--- src/design/hamc_pkg.sv ---
// Shared constants of the hot-alert and monitor configuration block.
// Assumes a 10 MHz mclk; every timing count below is derived from it.
package hamc_pkg;

	// ------------------------------------------------------------
	// Register offsets and power-on values
	// ------------------------------------------------------------
	localparam logic [7:0] OFF_HOT_THRESH_A = 8'h36;
	localparam logic [7:0] OFF_PEAK_CUR_HOT = 8'h37;
	localparam logic [7:0] OFF_HOT_SRC_EN = 8'h38;
	localparam logic [7:0] OFF_DIS_HOT_CFG = 8'h39;
	localparam logic [7:0] OFF_MEAS_CH_EN = 8'h3a;
	localparam logic [7:0] OFF_MEAS_RUN = 8'h3b;
	localparam logic [7:0] RST_HOT_THRESH_A = 8'h65;
	localparam logic [7:0] RST_PEAK_CUR_HOT = 8'h4a;
	localparam logic [7:0] RST_HOT_SRC_EN = 8'ha0;
	localparam logic [7:0] RST_DIS_HOT_CFG = 8'h81;
	localparam logic [7:0] RST_MEAS_CH_EN = 8'h00;
	localparam logic [7:0] RST_MEAS_RUN = 8'h20;

	// ------------------------------------------------------------
	// Field positions
	// ------------------------------------------------------------
	localparam int ASSIST_LSB = 4;
	localparam int ALERT_LVL_LSB = 2;
	localparam int NORM_FILT_BIT = 1;
	localparam int LOW_REG_SEL_BIT = 0;
	localparam int SECOND_PCT_LSB = 3;
	localparam int CRIT_FILT_LSB = 1;
	localparam int REG_PCT_BIT = 0;
	localparam int DIS_LVL_LSB = 2;
	localparam int DIS_FILT_LSB = 0;
	localparam int REPEAT_BIT = 7;
	localparam int START_BIT = 6;

	// Alert source positions, shared by the enable register and the source vector.
	localparam int SRC_REG = 7;
	localparam int SRC_CRIT = 5;
	localparam int SRC_NORM = 4;
	localparam int SRC_DIS = 3;
	localparam int SRC_SYS = 2;

	// ------------------------------------------------------------
	// Analog scale values
	// ------------------------------------------------------------
	localparam logic [12:0] ASSIST_MULTI_BASE_MV = 13'd5900;
	localparam logic [12:0] ASSIST_SINGLE_BASE_MV = 13'd3100;
	localparam logic [12:0] ASSIST_STEP_MV = 13'd100;
	localparam logic [8:0] PCT_FINE_BASE = 9'd105;
	localparam logic [8:0] PCT_FINE_STEP = 9'd5;
	localparam logic [8:0] PCT_COARSE_BASE = 9'd250;
	localparam logic [8:0] PCT_COARSE_STEP = 9'd50;
	localparam logic [4:0] PCT_FINE_LAST = 5'h19;
	localparam logic [4:0] PCT_COARSE_FIRST = 5'h1a;
	localparam logic [4:0] PCT_COARSE_LAST = 5'h1e;
	localparam logic [6:0] REG_PCT_FULL = 7'd100;
	localparam logic [6:0] REG_PCT_80 = 7'd80;
	localparam logic [6:0] REG_PCT_90 = 7'd90;
	localparam logic [15:0] DIS_STEP_MA = 16'd512;
	localparam logic [15:0] DIS_OFFSET_MA = 16'd128;
	localparam logic [21:0] PCT_DIVISOR = 22'd100;

	// ------------------------------------------------------------
	// Filter and repeat times in ns, and cycle counts
	// ------------------------------------------------------------
	localparam int CLK_PERIOD_NS = 100;
	localparam int CNT_W = 24;
	localparam int T_NORM_SHORT_NS = 1000000;
	localparam int T_NORM_LONG_NS = 50000000;
	localparam int T_CRIT_15US_NS = 15000;
	localparam int T_CRIT_100US_NS = 100000;
	localparam int T_CRIT_400US_NS = 400000;
	localparam int T_CRIT_800US_NS = 800000;
	localparam int T_DIS_1P6MS_NS = 1600000;
	localparam int T_DIS_100US_NS = 100000;
	localparam int T_DIS_6MS_NS = 6000000;
	localparam int T_DIS_12MS_NS = 12000000;
	localparam int T_REPEAT_NS = 1000000000;
	localparam int CYC_NORM_SHORT = (T_NORM_SHORT_NS + CLK_PERIOD_NS - 1) / CLK_PERIOD_NS;
	localparam int CYC_NORM_LONG = (T_NORM_LONG_NS + CLK_PERIOD_NS - 1) / CLK_PERIOD_NS;
	localparam int CYC_CRIT_15US = (T_CRIT_15US_NS + CLK_PERIOD_NS - 1) / CLK_PERIOD_NS;
	localparam int CYC_CRIT_100US = (T_CRIT_100US_NS + CLK_PERIOD_NS - 1) / CLK_PERIOD_NS;
	localparam int CYC_CRIT_400US = (T_CRIT_400US_NS + CLK_PERIOD_NS - 1) / CLK_PERIOD_NS;
	localparam int CYC_CRIT_800US = (T_CRIT_800US_NS + CLK_PERIOD_NS - 1) / CLK_PERIOD_NS;
	localparam int CYC_DIS_1P6MS = (T_DIS_1P6MS_NS + CLK_PERIOD_NS - 1) / CLK_PERIOD_NS;
	localparam int CYC_DIS_100US = (T_DIS_100US_NS + CLK_PERIOD_NS - 1) / CLK_PERIOD_NS;
	localparam int CYC_DIS_6MS = (T_DIS_6MS_NS + CLK_PERIOD_NS - 1) / CLK_PERIOD_NS;
	localparam int CYC_DIS_12MS = (T_DIS_12MS_NS + CLK_PERIOD_NS - 1) / CLK_PERIOD_NS;
	localparam int CYC_REPEAT = T_REPEAT_NS / CLK_PERIOD_NS;

	// ------------------------------------------------------------
	// State types
	// ------------------------------------------------------------
	typedef enum logic [2:0] {
		BUS_IDLE = 3'b000,
		BUS_ADDR = 3'b001,
		BUS_PTR = 3'b010,
		BUS_WDATA = 3'b011,
		BUS_ACK = 3'b100,
		BUS_RDATA = 3'b101,
		BUS_RACK = 3'b110
	} hamc_bus_t;

	typedef enum logic [1:0] {
		CONV_IDLE = 2'b00,
		CONV_RUN = 2'b01,
		CONV_GAP = 2'b10
	} hamc_conv_t;

endpackage

--- src/design/hamc_deglitch.sv ---
// Persistence filter for one alert source condition.
// Assumes the condition input is synchronous to mclk.
`timescale 1ns/1ps

module hamc_deglitch (
	input wire logic mclk,
	input wire logic rstn,
	input wire logic cond,
	input wire logic [hamc_pkg::CNT_W-1:0] limit,
	output logic filtered
);

	logic [hamc_pkg::CNT_W-1:0] count;

	// A drop of the condition restarts the wait, so only an unbroken run counts.
	always_ff @(posedge mclk or negedge rstn) begin
		if (!rstn) begin
			count <= '0;
		end else if (!cond) begin
			count <= '0;
		end else if (count < limit) begin
			count <= count + 1'b1;
		end
	end

	always_ff @(posedge mclk or negedge rstn) begin
		if (!rstn) begin
			filtered <= 1'b0;
		end else begin
			filtered <= cond && (count >= limit - 1'b1);
		end
	end

endmodule

--- src/design/hamc_hot_alert_cfg.sv ---
// Hot-alert and monitor configuration registers behind an I2C target port.
// Assumes scl and sdaIn are already synchronous to mclk; the analog side
// supplies comparator results and measured values, also synchronous.
//
// Summary of operation
// Multi-cell assist level: 5.9V plus 0.1V steps.
// Single-cell assist level uses low three bits.
// Two-bit alert level picks one of four voltages.
// Normal-current filter: 1ms clear, 50ms set.
// Regulation alert trips full or selected lower level.
// Second limit code maps to percent steps.
// Second limit scales programmed input current limit.
// Critical-current filter: 15, 100, 400, 800us.
// Lower regulation alert level 80% or 90%.
// Per-source alert enables with documented defaults.
// Battery and adapter removal enables, default off.
// Discharge level 512mA steps plus 128mA offset.
// Discharge level zero keeps alert triggered.
// Discharge filter: 1.6ms, 100us, 6ms, 12ms.
// Eight channel enables select monitor conversions.
// Repeat bit selects one-shot or every 1s.
// Host sets start; device clears after one-shot.
// Host keeps reserved low control bits unchanged.
// Alert low while enabled filtered source persists.
// Power-on defaults; byte-wide I2C register access.
`timescale 1ns/1ps

module hamc_hot_alert_cfg #(
	parameter logic [6:0] DEV_ADDR = 7'h2a,
	parameter logic [23:0] NORM_SHORT_CYC = 24'(hamc_pkg::CYC_NORM_SHORT),
	parameter logic [23:0] NORM_LONG_CYC = 24'(hamc_pkg::CYC_NORM_LONG),
	parameter logic [23:0] CRIT_800US_CYC = 24'(hamc_pkg::CYC_CRIT_800US),
	parameter logic [23:0] DIS_1P6MS_CYC = 24'(hamc_pkg::CYC_DIS_1P6MS),
	parameter logic [23:0] DIS_6MS_CYC = 24'(hamc_pkg::CYC_DIS_6MS),
	parameter logic [23:0] DIS_12MS_CYC = 24'(hamc_pkg::CYC_DIS_12MS),
	parameter logic [23:0] REPEAT_CYC = 24'(hamc_pkg::CYC_REPEAT)
) (
	input wire logic mclk,
	input wire logic rstn,
	input wire logic scl,
	input wire logic sdaIn,
	output logic sdaOut,
	output logic sdaOe,
	input wire logic singleCell,
	input wire logic [12:0] inputCurrentLimitMa,
	input wire logic regTripFull,
	input wire logic regTripLower,
	input wire logic compTrip,
	input wire logic critCurrentTrip,
	input wire logic normCurrentTrip,
	input wire logic [15:0] dischargeCurrentMa,
	input wire logic [12:0] sysRailMv,
	input wire logic batteryRemoved,
	input wire logic adapterRemoved,
	input wire logic convDone,
	output logic hotAlertN,
	output logic [12:0] sysRailAssistMv,
	output logic [12:0] sysRailAlertMv,
	output logic [8:0] secondLimitPct,
	output logic [15:0] secondLimitMa,
	output logic [6:0] regAlertPct,
	output logic [15:0] dischargeAlertMa,
	output logic [7:0] measChannelEn,
	output logic convStart,
	output logic convBusy
);

	logic [7:0] hotThreshA;
	logic [7:0] peakCurHot;
	logic [7:0] hotSrcEn;
	logic [7:0] disHotCfg;
	logic [7:0] measRun;

	// ------------------------------------------------------------
	// I2C target
	// ------------------------------------------------------------
	hamc_pkg::hamc_bus_t busState;
	hamc_pkg::hamc_bus_t afterAck;
	logic sclQ;
	logic sdaQ;
	logic [3:0] bitCount;
	logic [7:0] shiftReg;
	logic [7:0] regPtr;
	logic hostNack;
	logic wrStrobe;
	logic [7:0] rdData;
	logic sclRise;
	logic sclFall;
	logic startSeen;
	logic stopSeen;

	assign sclRise = scl && !sclQ;
	assign sclFall = !scl && sclQ;
	assign startSeen = scl && sclQ && sdaQ && !sdaIn;
	assign stopSeen = scl && sclQ && !sdaQ && sdaIn;
	assign sdaOut = 1'b0;
	assign sdaOe = (busState == hamc_pkg::BUS_ACK) ||
		((busState == hamc_pkg::BUS_RDATA) && !shiftReg[7]);

	always_ff @(posedge mclk or negedge rstn) begin
		if (!rstn) begin
			sclQ <= 1'b1;
			sdaQ <= 1'b1;
		end else begin
			sclQ <= scl;
			sdaQ <= sdaIn;
		end
	end

	// Unmapped offsets read as zero; writes to them are dropped.
	always_comb begin
		case (regPtr)
			hamc_pkg::OFF_HOT_THRESH_A: rdData = hotThreshA;
			hamc_pkg::OFF_PEAK_CUR_HOT: rdData = peakCurHot;
			hamc_pkg::OFF_HOT_SRC_EN: rdData = hotSrcEn;
			hamc_pkg::OFF_DIS_HOT_CFG: rdData = disHotCfg;
			hamc_pkg::OFF_MEAS_CH_EN: rdData = measChannelEn;
			hamc_pkg::OFF_MEAS_RUN: rdData = measRun;
			default: rdData = 8'h00;
		endcase
	end

	// One byte per register; the pointer advances after each data byte.
	always_ff @(posedge mclk or negedge rstn) begin
		if (!rstn) begin
			busState <= hamc_pkg::BUS_IDLE;
			afterAck <= hamc_pkg::BUS_IDLE;
			bitCount <= 4'h0;
			shiftReg <= 8'h00;
			regPtr <= 8'h00;
			hostNack <= 1'b0;
			wrStrobe <= 1'b0;
		end else begin
			wrStrobe <= 1'b0;
			if (startSeen) begin
				busState <= hamc_pkg::BUS_ADDR;
				bitCount <= 4'h0;
			end else if (stopSeen) begin
				busState <= hamc_pkg::BUS_IDLE;
			end else begin
				case (busState)
					hamc_pkg::BUS_ADDR, hamc_pkg::BUS_PTR, hamc_pkg::BUS_WDATA: begin
						if (sclRise) begin
							shiftReg <= {shiftReg[6:0], sdaIn};
							bitCount <= bitCount + 4'h1;
						end else if (sclFall && bitCount == 4'h8) begin
							bitCount <= 4'h0;
							busState <= hamc_pkg::BUS_ACK;
							if (busState == hamc_pkg::BUS_ADDR) begin
								if (shiftReg[7:1] != DEV_ADDR) begin
									busState <= hamc_pkg::BUS_IDLE;
								end
								afterAck <= shiftReg[0] ? hamc_pkg::BUS_RDATA : hamc_pkg::BUS_PTR;
							end else if (busState == hamc_pkg::BUS_PTR) begin
								regPtr <= shiftReg;
								afterAck <= hamc_pkg::BUS_WDATA;
							end else begin
								wrStrobe <= 1'b1;
								regPtr <= regPtr + 8'h01;
								afterAck <= hamc_pkg::BUS_WDATA;
							end
						end
					end
					hamc_pkg::BUS_ACK: begin
						if (sclFall) begin
							busState <= afterAck;
							if (afterAck == hamc_pkg::BUS_RDATA) begin
								shiftReg <= rdData;
								regPtr <= regPtr + 8'h01;
							end
						end
					end
					hamc_pkg::BUS_RDATA: begin
						if (sclFall) begin
							if (bitCount == 4'h7) begin
								bitCount <= 4'h0;
								busState <= hamc_pkg::BUS_RACK;
							end else begin
								shiftReg <= {shiftReg[6:0], 1'b1};
								bitCount <= bitCount + 4'h1;
							end
						end
					end
					hamc_pkg::BUS_RACK: begin
						if (sclRise) begin
							hostNack <= sdaIn;
						end else if (sclFall) begin
							if (hostNack) begin
								busState <= hamc_pkg::BUS_IDLE;
							end else begin
								busState <= hamc_pkg::BUS_RDATA;
								shiftReg <= rdData;
								regPtr <= regPtr + 8'h01;
							end
						end
					end
					default: busState <= hamc_pkg::BUS_IDLE;
				endcase
			end
		end
	end

	// The write lands one cycle after the byte, so its pointer and data are held here while the pointer steps at once.
	logic [7:0] wrPtr;
	logic [7:0] wrData;
	always_ff @(posedge mclk or negedge rstn) begin
		if (!rstn) begin
			wrPtr <= 8'h00;
			wrData <= 8'h00;
		end else if (busState == hamc_pkg::BUS_WDATA && sclFall && bitCount == 4'h8) begin
			wrPtr <= regPtr;
			wrData <= shiftReg;
		end
	end

	// ------------------------------------------------------------
	// Configuration registers
	// ------------------------------------------------------------
	logic startClear;

	always_ff @(posedge mclk or negedge rstn) begin
		if (!rstn) begin
			hotThreshA <= hamc_pkg::RST_HOT_THRESH_A;
			peakCurHot <= hamc_pkg::RST_PEAK_CUR_HOT;
			hotSrcEn <= hamc_pkg::RST_HOT_SRC_EN;
			disHotCfg <= hamc_pkg::RST_DIS_HOT_CFG;
			measChannelEn <= hamc_pkg::RST_MEAS_CH_EN;
		end else if (wrStrobe) begin
			case (wrPtr)
				hamc_pkg::OFF_HOT_THRESH_A: hotThreshA <= wrData;
				hamc_pkg::OFF_PEAK_CUR_HOT: peakCurHot <= wrData;
				hamc_pkg::OFF_HOT_SRC_EN: hotSrcEn <= wrData;
				hamc_pkg::OFF_DIS_HOT_CFG: disHotCfg <= wrData;
				hamc_pkg::OFF_MEAS_CH_EN: measChannelEn <= wrData;
				default: ;
			endcase
		end
	end

	// Reserved low bits are stored as written; the host is expected to keep them.
	// A host write in the clearing cycle wins, so a new start is never lost.
	always_ff @(posedge mclk or negedge rstn) begin
		if (!rstn) begin
			measRun <= hamc_pkg::RST_MEAS_RUN;
		end else if (wrStrobe && wrPtr == hamc_pkg::OFF_MEAS_RUN) begin
			measRun <= wrData;
		end else if (startClear) begin
			measRun[hamc_pkg::START_BIT] <= 1'b0;
		end
	end

	// ------------------------------------------------------------
	// Decoded levels for the analog side
	// ------------------------------------------------------------
	logic [3:0] assistCode;
	logic [1:0] alertCode;
	logic [4:0] pctCode;
	logic [5:0] disCode;
	logic [21:0] limitProduct;

	assign assistCode = hotThreshA[hamc_pkg::ASSIST_LSB +: 4];
	assign alertCode = hotThreshA[hamc_pkg::ALERT_LVL_LSB +: 2];
	assign pctCode = peakCurHot[hamc_pkg::SECOND_PCT_LSB +: 5];
	assign disCode = disHotCfg[hamc_pkg::DIS_LVL_LSB +: 6];
	assign limitProduct = 22'(inputCurrentLimitMa) * 22'(secondLimitPct);

	always_ff @(posedge mclk or negedge rstn) begin
		if (!rstn) begin
			sysRailAssistMv <= '0;
			sysRailAlertMv <= '0;
		end else begin
			if (singleCell) begin
				sysRailAssistMv <= hamc_pkg::ASSIST_SINGLE_BASE_MV +
					13'(assistCode[2:0]) * hamc_pkg::ASSIST_STEP_MV;
			end else begin
				sysRailAssistMv <= hamc_pkg::ASSIST_MULTI_BASE_MV +
					13'(assistCode) * hamc_pkg::ASSIST_STEP_MV;
			end
			case (alertCode)
				2'b00: sysRailAlertMv <= singleCell ? 13'd3100 : 13'd5900;
				2'b01: sysRailAlertMv <= singleCell ? 13'd3300 : 13'd6200;
				2'b10: sysRailAlertMv <= singleCell ? 13'd3500 : 13'd6500;
				default: sysRailAlertMv <= singleCell ? 13'd3700 : 13'd6800;
			endcase
		end
	end

	// Codes 00000 and 11111 have no defined ratio and read out as zero percent.
	always_ff @(posedge mclk or negedge rstn) begin
		if (!rstn) begin
			secondLimitPct <= '0;
			secondLimitMa <= '0;
			regAlertPct <= '0;
			dischargeAlertMa <= '0;
		end else begin
			if (pctCode != 5'h00 && pctCode <= hamc_pkg::PCT_FINE_LAST) begin
				secondLimitPct <= hamc_pkg::PCT_FINE_BASE +
					9'(pctCode) * hamc_pkg::PCT_FINE_STEP;
			end else if (pctCode >= hamc_pkg::PCT_COARSE_FIRST &&
				pctCode <= hamc_pkg::PCT_COARSE_LAST) begin
				secondLimitPct <= hamc_pkg::PCT_COARSE_BASE +
					9'(pctCode - hamc_pkg::PCT_COARSE_FIRST) * hamc_pkg::PCT_COARSE_STEP;
			end else begin
				secondLimitPct <= '0;
			end
			secondLimitMa <= 16'(limitProduct / hamc_pkg::PCT_DIVISOR);
			if (!hotThreshA[hamc_pkg::LOW_REG_SEL_BIT]) begin
				regAlertPct <= hamc_pkg::REG_PCT_FULL;
			end else begin
				regAlertPct <= peakCurHot[hamc_pkg::REG_PCT_BIT] ?
					hamc_pkg::REG_PCT_90 : hamc_pkg::REG_PCT_80;
			end
			dischargeAlertMa <= 16'(disCode) * hamc_pkg::DIS_STEP_MA +
				hamc_pkg::DIS_OFFSET_MA;
		end
	end

	// ------------------------------------------------------------
	// Alert sources, filters and the alert pin
	// ------------------------------------------------------------
	logic [7:0] srcRaw;
	logic [7:0] srcFilt;
	logic [2:0] filtCond;
	logic [2:0] filtOut;
	logic [hamc_pkg::CNT_W-1:0] filtLimit [3];
	logic [hamc_pkg::CNT_W-1:0] critLimit;
	logic [hamc_pkg::CNT_W-1:0] disLimit;

	always_comb begin
		case (peakCurHot[hamc_pkg::CRIT_FILT_LSB +: 2])
			2'b00: critLimit = 24'(hamc_pkg::CYC_CRIT_15US);
			2'b01: critLimit = 24'(hamc_pkg::CYC_CRIT_100US);
			2'b10: critLimit = 24'(hamc_pkg::CYC_CRIT_400US);
			default: critLimit = CRIT_800US_CYC;
		endcase
		case (disHotCfg[hamc_pkg::DIS_FILT_LSB +: 2])
			2'b00: disLimit = DIS_1P6MS_CYC;
			2'b01: disLimit = 24'(hamc_pkg::CYC_DIS_100US);
			2'b10: disLimit = DIS_6MS_CYC;
			default: disLimit = DIS_12MS_CYC;
		endcase
	end

	assign filtLimit[0] = critLimit;
	assign filtLimit[1] = hotThreshA[hamc_pkg::NORM_FILT_BIT] ?
		NORM_LONG_CYC : NORM_SHORT_CYC;
	assign filtLimit[2] = disLimit;
	assign filtCond[0] = critCurrentTrip;
	assign filtCond[1] = normCurrentTrip;
	// A zero level code forces the discharge source on.
	assign filtCond[2] = (disCode == 6'h00) || (dischargeCurrentMa > dischargeAlertMa);

	genvar gi;
	generate
		for (gi = 0; gi < 3; gi++) begin : g_filt
			hamc_deglitch u_filt (
				.mclk(mclk),
				.rstn(rstn),
				.cond(filtCond[gi]),
				.limit(filtLimit[gi]),
				.filtered(filtOut[gi])
			);
		end
	endgenerate

	assign srcRaw = {regTripFull, compTrip, 3'b000, sysRailMv < sysRailAlertMv,
		batteryRemoved, adapterRemoved};

	always_comb begin
		srcFilt = srcRaw;
		srcFilt[hamc_pkg::SRC_REG] = hotThreshA[hamc_pkg::LOW_REG_SEL_BIT] ?
			regTripLower : regTripFull;
		srcFilt[hamc_pkg::SRC_CRIT] = filtOut[0];
		srcFilt[hamc_pkg::SRC_NORM] = filtOut[1];
		srcFilt[hamc_pkg::SRC_DIS] = filtOut[2];
	end

	always_ff @(posedge mclk or negedge rstn) begin
		if (!rstn) begin
			hotAlertN <= 1'b1;
		end else begin
			hotAlertN <= !(|(srcFilt & hotSrcEn));
		end
	end

	// ------------------------------------------------------------
	// Monitor conversion sequencing
	// ------------------------------------------------------------
	hamc_pkg::hamc_conv_t convState;
	logic [hamc_pkg::CNT_W-1:0] periodCount;

	assign convBusy = (convState == hamc_pkg::CONV_RUN);

	// The repeat period runs from one conversion start to the next.
	always_ff @(posedge mclk or negedge rstn) begin
		if (!rstn) begin
			convState <= hamc_pkg::CONV_IDLE;
			convStart <= 1'b0;
			startClear <= 1'b0;
			periodCount <= '0;
		end else begin
			convStart <= 1'b0;
			startClear <= 1'b0;
			if (convState != hamc_pkg::CONV_IDLE && periodCount < REPEAT_CYC) begin
				periodCount <= periodCount + 1'b1;
			end
			case (convState)
				hamc_pkg::CONV_IDLE: begin
					// The start bit still reads set while its clear is pending.
					if (measRun[hamc_pkg::START_BIT] && !startClear) begin
						convStart <= 1'b1;
						periodCount <= '0;
						convState <= hamc_pkg::CONV_RUN;
					end
				end
				hamc_pkg::CONV_RUN: begin
					if (convDone) begin
						if (measRun[hamc_pkg::REPEAT_BIT] && measRun[hamc_pkg::START_BIT]) begin
							convState <= hamc_pkg::CONV_GAP;
						end else begin
							startClear <= 1'b1;
							convState <= hamc_pkg::CONV_IDLE;
						end
					end
				end
				hamc_pkg::CONV_GAP: begin
					if (!measRun[hamc_pkg::START_BIT] || !measRun[hamc_pkg::REPEAT_BIT]) begin
						convState <= hamc_pkg::CONV_IDLE;
					end else if (periodCount >= REPEAT_CYC - 1'b1) begin
						convStart <= 1'b1;
						periodCount <= '0;
						convState <= hamc_pkg::CONV_RUN;
					end
				end
				default: convState <= hamc_pkg::CONV_IDLE;
			endcase
		end
	end

endmodule

--- config.mk ---
export PLATFORM = sky130hd
export DESIGN_NAME = hamc_hot_alert_cfg
export DESIGN_NICKNAME = d
export VERILOG_FILES = /design/src/design/hamc_pkg.sv /design/src/design/hamc_deglitch.sv /design/src/design/hamc_hot_alert_cfg.sv
export SDC_FILE = /design/constraint.sdc
export NUM_CORES = 1
export LEC_CHECK = 0
export ABC_CLOCK_PERIOD_IN_PS = 13660
export BUFFER_PORTS_ARGS = -buffer_cell sky130_fd_sc_hd__buf_2
export CAP_MARGIN = 20
export CORE_MARGIN = 5
export CORE_UTILIZATION = 35
export CTS_BUF_LIST = sky130_fd_sc_hd__clkbuf_8
export DETAILED_ROUTE_END_ITERATION = 8
export GPL_TIMING_DRIVEN = 0
export HOLD_SLACK_MARGIN = 0.05
export PLACE_DENSITY_LB_ADDON = 0.08
export SYNTH_ARGS = -nofsm -noshare
export SYNTH_HDL_FRONTEND = slang
export SYNTH_SLANG_ARGS = --single-unit
--- constraint.sdc ---
create_clock -name mclk -period 13.66 [get_ports mclk]
set_input_delay 4.098 -clock mclk [delete_from_list [all_inputs] [get_ports mclk]]
set_output_delay 4.098 -clock mclk [all_outputs]
set_load 0.05 [all_outputs]
==> results.yml, run 1 <==
cts:
  cts_tree: "yes"
  cts-root-buf: "clkbuf_8"
  clk_latency_ns: 0.65
  hold_buffers: 0
  cts.reportedPaths.clkPinSlew_ns: 0.06
  clock_path_buffers: 3
  cts_buffers: 54
  cts.sinks: 255
  htreeDepth: 2
finish:
  final_cells: 3684
  drive_above_1_share: 0.248
  area_delta_synth_final_pct: 26.7
  fin_nets: 3123
  fillers: 5988
  final_util: 0.449
  regArea_um2: 6400
  multi_input_area_um2: 15900
worst_setup_path:
  arrival_ns: 16.70
  cp-startpoint: "inputCurrentLimitMa[6]"
  crit_required_ns: 14.14
  r2r_slack_ns: 0.06
  end_kind: "register"
  r2r_start: "secondLimitPct[7]"
  worstPathMaxFanout: 7
  crit_type: "in2reg"
  worst_setup_path_start_kind: "primary input"
  slowest_delay_ns: 0.58
  cp_common_cell: "buf_6"
  rr_worst_depth: 52
  r2r_end: "secondLimitMa[0]"
  crit_path_top_delay_cell: "fa_1"
min_path:
  hp-class: "reg2reg"
  worstHoldStart: "hotThreshA[0]"
  whs_path_depth: 0
  min_to: "regAlertPct[4]"
pwr:
  switching_share: 0.284
  pwr-share-seq: 0.448
  p_leak_nw: 13.0
  power_density_nw_per_um2: 68.4
  p_int_mw: 1.36
  netSwitchingPower_mw: 0.540
  pwr-share-comb: 0.091
  clockPowerShare: 0.461
  irDropWorstVdd_v: 0.0000645
logic_synthesis:
  synth_seq_area_share: 0.292
  async_reset_ff_frac: 1.00
  netlist_instances: 2461
  avgSynthCellArea_um2: 8.90
  synth_area_um2: 21900
  yosysMostFrequentCell: "nand2_1"
  synth.distinct_cells: 115
  synth_flop_cell: "dfrtp_1"
  synth-edff-count: 0
  yosysWarnings: 0
  yosys.area.top_type: "dfrtp_1"
  ys_top_cells_by_area: "dfrtp_1 (27%), ha_1 (11%), fa_1 (7.5%)"
  ys_ff_latch: 255
  synth_top_area_frac: 0.274
  synth_commonest_cells: "nand2_1 (247), dfrtp_1 (240), inv_1 (189)"
global_route:
  antenna_found_initial: 3
  globalRouteTotalUtil: 0.177
  grt_max_degree: 110
  grt_pass1_vias: 19467
  grt_pass1_wl_mm: 101
  grt-ovfl-total: 0
sta:
  hold_violations: 0
  max_slew.worst_pin.slew_ns: 1.06
  timing.final.ws_setup_ns: -2.56
  fmax_mhz: 61.7
  rsz0062_at_grt: "yes"
  min_period_over_period: 1.19
  finalCriticalPeriod_ns: 16.22
  drv_slew: 0
  setup_viol: 5
  clock-skew-final_ns: 0.0310
  relSlewSlack: 0.293
flow_run:
  drv_cap: 0
route:
  vias: 19075
  drt_first_pass_iters: 5
  drt_iter0_drc: 1081
  drc: 0
  wl_per_cell_um: 16.8
  final_antenna_net_count: 0
  finalWirelength_mm: 62.0
  drt-vias-per-instance: 5.18
floorplanning:
  core_area_um2: 61800
  die_y_um: 260
  fp-row-count: 91
  initial_core_util: 0.354
  dieArea_um2: 67700
  die_x_um: 260
  ioPinCount: 142
place:
  dp.cells: 3440
  pre_cts_ws_ns: -4.58
  io_buffers: 121
  gp_congestion: 0.841
  dpl.hpwl_mm: 44.8
run_status:
  outcome: "finished, violations left"
  violations: "negative setup slack"
registers in the layout (all words and copies together) (netlist names), 7 cells and up:
name	cells
sysRailAlertMv	11
wrData	8
periodCount	24
hotThreshA	8
measRun	8
peakCurHot	8
disHotCfg	8
secondLimitMa	16
hotSrcEn	8
g_filt.u_filt.count	72
sysRailAssistMv	11
dischargeAlertMa	7
measChannelEn	8
wrPtr	8
secondLimitPct	9
shiftReg	8
regPtr	8
repair_timing:
| action | 4_1_cts | 5_1_grt |
|---|---|---|
| gates resized for setup | 169 | 153 |
| setup endpoints to repair | 6 | 6 |
| gates cloned | 0 | 4 |
| setup buffers | 72 | 76 |
| pin swaps | 69 | 122 |
power groups by stage:
| stage | combinational (mW) | clock [mW] | sequential [mW] |
|---|---|---|---|
| after floorplan | 0.107 | 0 | 0.850 |
| after global placement | 0.163 | 0 | 0.862 |
| after detailed placement | 0.170 | 0 | 0.863 |
| after CTS | 0.172 | 0.916 | 0.851 |
| after global routing | 0.200 | 0.949 | 0.858 |
| final | 0.174 | 0.876 | 0.851 |
metal layers:
layer  wire, um  vias up  global-route usage
met5         27        -                   0
met2      29900      372               0.308
met3       2770       98              0.0306
li1           -     9311                   -
met1      27800     9290               0.229
met4       1550        4              0.0465
cell usage in the layout, fill, tap and decap left out, drive strengths merged, types with 34 or more instances in the layout:
cell type / instances
xor2: 53
o21ai: 127
fa: 82
nor2: 173
a21oi: 113
buf: 308
inv: 213
ha: 185
clkbuf: 126
nand2: 250
dfrtp: 240
and2: 131
mux2: 47
a22oi: 34
nor3: 59
xnor2: 87
nand3: 72
a31oi: 37
cell families after synthesis:
| group | Yosys count | share of synthesized area |
|---|---|---|
| compound gates | 539 | 0.172 |
| xor+xnor | 140 | 0.0572 |
| fa+ha+maj | 269 | 0.181 |
| buf+inv | 293 | 0.0550 |
| flops | 255 | 0.292 |
| mux | 68 | 0.0343 |
| other cells | 2 | 0.000343 |
| simple gates | 895 | 0.207 |
stage by stage:
step	instance area [um2]	TNS [ns]	hold slack (ns)	power [mW]
after floorplan	22100	-8.57	0.390	0.957
after global placement	23800	-20.34	0.442	1.02
after detailed placement	23900	-20.15	0.445	1.03
after CTS	26400	-8.22	0.459	1.94
after global routing	27800	-10.44	0.463	2.01
final	27800	-8.79	0.454	1.90
critical path: cells and delay by family:
family | cells | cell delay (ns)
buffers and inverters | 10 | 1.48
adders and majority gates | 5 | 2.33
xor gates and xnor gates | 1 | 0.22
muxes | 2 | 0.37
and+or+nand+nor | 10 | 2.36
AOI/OAI and AO/OA | 24 | 5.77
layout make-up:
cell class	count	share of cell area
multi-input combinational	1930	0.571
sequential	255	0.230
timing repair buffer	276	0.0738
tap	837	0.0377
clock buffer	69	0.0342
inverter	194	0.0263
buffer	90	0.0187
clock inverter	32	0.00779
antenna	1	0.0000901
worst max-delay path by stage:
stage / to / depth (start not counted)
after floorplan: secondLimitMa[0] / 51
after global placement: secondLimitMa[0] / 47
after detailed placement: secondLimitMa[0] / 47
after CTS: secondLimitMa[0] / 51
after global routing: secondLimitMa[0] / 54
final: secondLimitMa[0] / 52
Note: power is estimated with default switching activity, not from simulation.
==> run 2: changes to the inputs <==
--- a/config.mk
+++ b/config.mk
@@ -15,6 +15,8 @@
 export GPL_TIMING_DRIVEN = 0
 export HOLD_SLACK_MARGIN = 0.05
 export PLACE_DENSITY_LB_ADDON = 0.08
+export SETUP_SLACK_MARGIN = 0.1
+export SLEW_MARGIN = 20
 export SYNTH_ARGS = -nofsm -noshare
 export SYNTH_HDL_FRONTEND = slang
 export SYNTH_SLANG_ARGS = --single-unit
==> run 2 against run 1 <==
The run still ends with negative setup slack left. First-iteration DRC count decreased by 18%. Via count rose by 0.41%. Sequential power hardly changed. Critical path depth up 4. Highest routed layer unchanged. Setup slack improved by 0.14 ns. Critical endpoint unchanged. Largest cell class unchanged. Power fell by 2.0%. Hold slack worse by 0.0095 ns. Sequential cell count is the same.
==> results.yml, run 2 (synthesized netlist as in run 1, its figures left out) <==
route:
  vias: 19154
  finalWirelength_mm: 62.3
  drc: 0
  final_antenna_net_count: 0
  drt-vias-per-instance: 5.19
  wl_per_cell_um: 16.9
  drt_iter0_drc: 885
  drt_first_pass_iters: 5
worst_setup_path:
  cp_common_cell: "buf_6"
  path_buf_inv: 14
  crit_path_top_delay_cell: "or4_4"
  end_kind: "register"
  worst_setup_path_start_kind: "primary input"
  slowest_delay_ns: 0.58
  arrival_ns: 16.56
  crit_required_ns: 14.14
  crit_type: "in2reg"
  worstPathMaxFanout: 6
  crit_family: "compound AO/OA/AOI/OAI gates"
sta:
  relSlewSlack: 0.388
  max_slew.worst_pin.slew_ns: 0.916
  min_period_over_period: 1.18
  clock-skew-final_ns: 0.0271
  fmax_mhz: 62.2
  drv_slew: 0
  timing.final.ws_setup_ns: -2.42
  rsz0062_at_grt: "yes"
  finalCriticalPeriod_ns: 16.08
  hold_violations: 0
  setup_viol: 5
cts:
  clk_latency_ns: 0.64
  cts_buffers: 52
  hold_buffers: 0
  clock_path_buffers: 3
  cts.reportedPaths.clkPinSlew_ns: 0.06
  cts.sinks: 255
  htreeDepth: 2
  cts_tree: "yes"
  cts-root-buf: "clkbuf_8"
finish:
  reg.largest.list: "g_filt.u_filt.count (72), periodCount (24), secondLimitMa (16)"
  largest-register: "g_filt.u_filt.count"
  stdcell_area_um2: 28000
  area_delta_synth_final_pct: 28.0
  final_cell_mix: "dfrtp_1 (240), nand2_1 (233), inv_1 (195), ha_1 (175), nor2_1 (165)"
  drive_above_1_share: 0.256
  fin_nets: 3133
  final_common_cell: "dfrtp_1"
  largest_reg_flops: 72
  fillers: 6017
global_route:
  antenna_found_initial: 4
  globalRouteTotalUtil: 0.180
  grt_max_degree: 93
  grt_pass1_wl_mm: 102
  grt-ovfl-total: 0
  grt_pass1_vias: 19907
place:
  io_buffers: 121
  dpl.hpwl_mm: 44.7
  gp_congestion: 0.841
  placed_area_um2: 23900
  pre_cts_ws_ns: -4.64
pwr:
  power_density_nw_per_um2: 66.4
  irDropWorstVdd_v: 0.0000532
  p_leak_nw: 13.0
floorplanning:
  die_y_um: 260
  ioPinCount: 142
  fp-row-count: 91
  core_area_um2: 61800
  die_x_um: 260
  dieArea_um2: 67700
  initial_core_util: 0.354
run_status:
  outcome: "finished, violations left"
  violations: "negative setup slack"
flow_run:
  drv_cap: 0
min_path:
  hp-class: "reg2reg"
==> run 2: cell count changes in the layout (fill, tap and decap cells not counted), sizes merged <==
cell,before,now
buf,308,317
clkinv,10,14
clkbuf,126,123
inv,213,210
bufbuf,0,1
clkdlybuf4s18,1,0
diode,1,2
mux2,47,48
or2,17,16
==> run 2: final timing paths <==
kind                                        start           endpoint  slack, ns  cells past startpoint
max                        inputCurrentLimitMa[7]   secondLimitMa[0]      -2.42                     56
min in group asynchronous                    rstn  secondLimitMa[13]       3.37                      1
max in group asynchronous                    rstn         measRun[5]       9.08                      3
min                                 hotThreshA[0]     regAlertPct[4]       0.44                      0
max reg2reg                     secondLimitPct[0]   secondLimitMa[0]       0.16                     58
min reg2reg                         hotThreshA[0]     regAlertPct[4]       0.44                      0
==> run 2: worst register-to-register path: cells and delay by family (launching register included) <==
| kind | cells | cell delay, ns |
|---|---|---|
| DFF | 1 | 0.45 |
| buffers and inverters | 16 | 2.31 |
| AOI/OAI and AO/OA | 25 | 5.52 |
| xor gates and xnor gates | 2 | 0.30 |
| muxes | 3 | 0.71 |
| and+or+nand+nor | 7 | 1.86 |
| adders and majority gates | 5 | 2.17 |
==> run 2: power breakdown <==
part / internal [mW] / total [mW] / switching (mW)
Sequential: 0.794 / 0.850 / 0.0561
Clock: 0.459 / 0.833 / 0.374
Combinational: 0.0755 / 0.179 / 0.103
Total: 1.33 / 1.86 / 0.534
==> run 2: cell type report <==
class | count | area [um2] | share of cell area
Antenna cell | 2 | 5.00 | 0.000178
Clock inverter | 33 | 221 | 0.00790
Inverter | 194 | 731 | 0.0261
Timing Repair Buffer | 281 | 2170 | 0.0775
Clock buffer | 63 | 867 | 0.0309
Tap cell | 837 | 1050 | 0.0374
Buffer | 97 | 629 | 0.0224
Sequential cell | 255 | 6400 | 0.228
Multi-Input combinational cell | 1930 | 16000 | 0.569
==> run 2: per-layer routing <==
layer | track usage | wire, um | up-vias
met5 | 0 | 27 | -
met4 | 0.0489 | 1460 | 4
met3 | 0.0351 | 3010 | 109
met2 | 0.317 | 30700 | 361
met1 | 0.226 | 27100 | 9358
li1 | - | - | 9322
==> run 2: stage by stage <==
stage	setup TNS, ns	std cells	utilization	power [mW]	hold slack, ns
2_1_floorplan	-8.57	2477	-	0.957	0.390
3_3_place_gp	-20.34	3435	0.385	1.02	0.442
3_5_place_dp	-20.39	3439	0.387	1.03	0.444
4_1_cts	-7.35	3649	0.440	1.90	0.450
5_1_grt	-9.90	3691	0.453	1.97	0.461
6_report	-8.31	3692	0.454	1.86	0.444
==> run 2: what timing repair did <==
item / in CTS / in global routing
gates resized for setup: 258 / 97
endpoints found under the hold margin: 0 / 0
buffers inserted: 111 / 42
gates cloned: 4 / 0
endpoints found under the setup margin: 7 / 6
pin swaps: 134 / 87
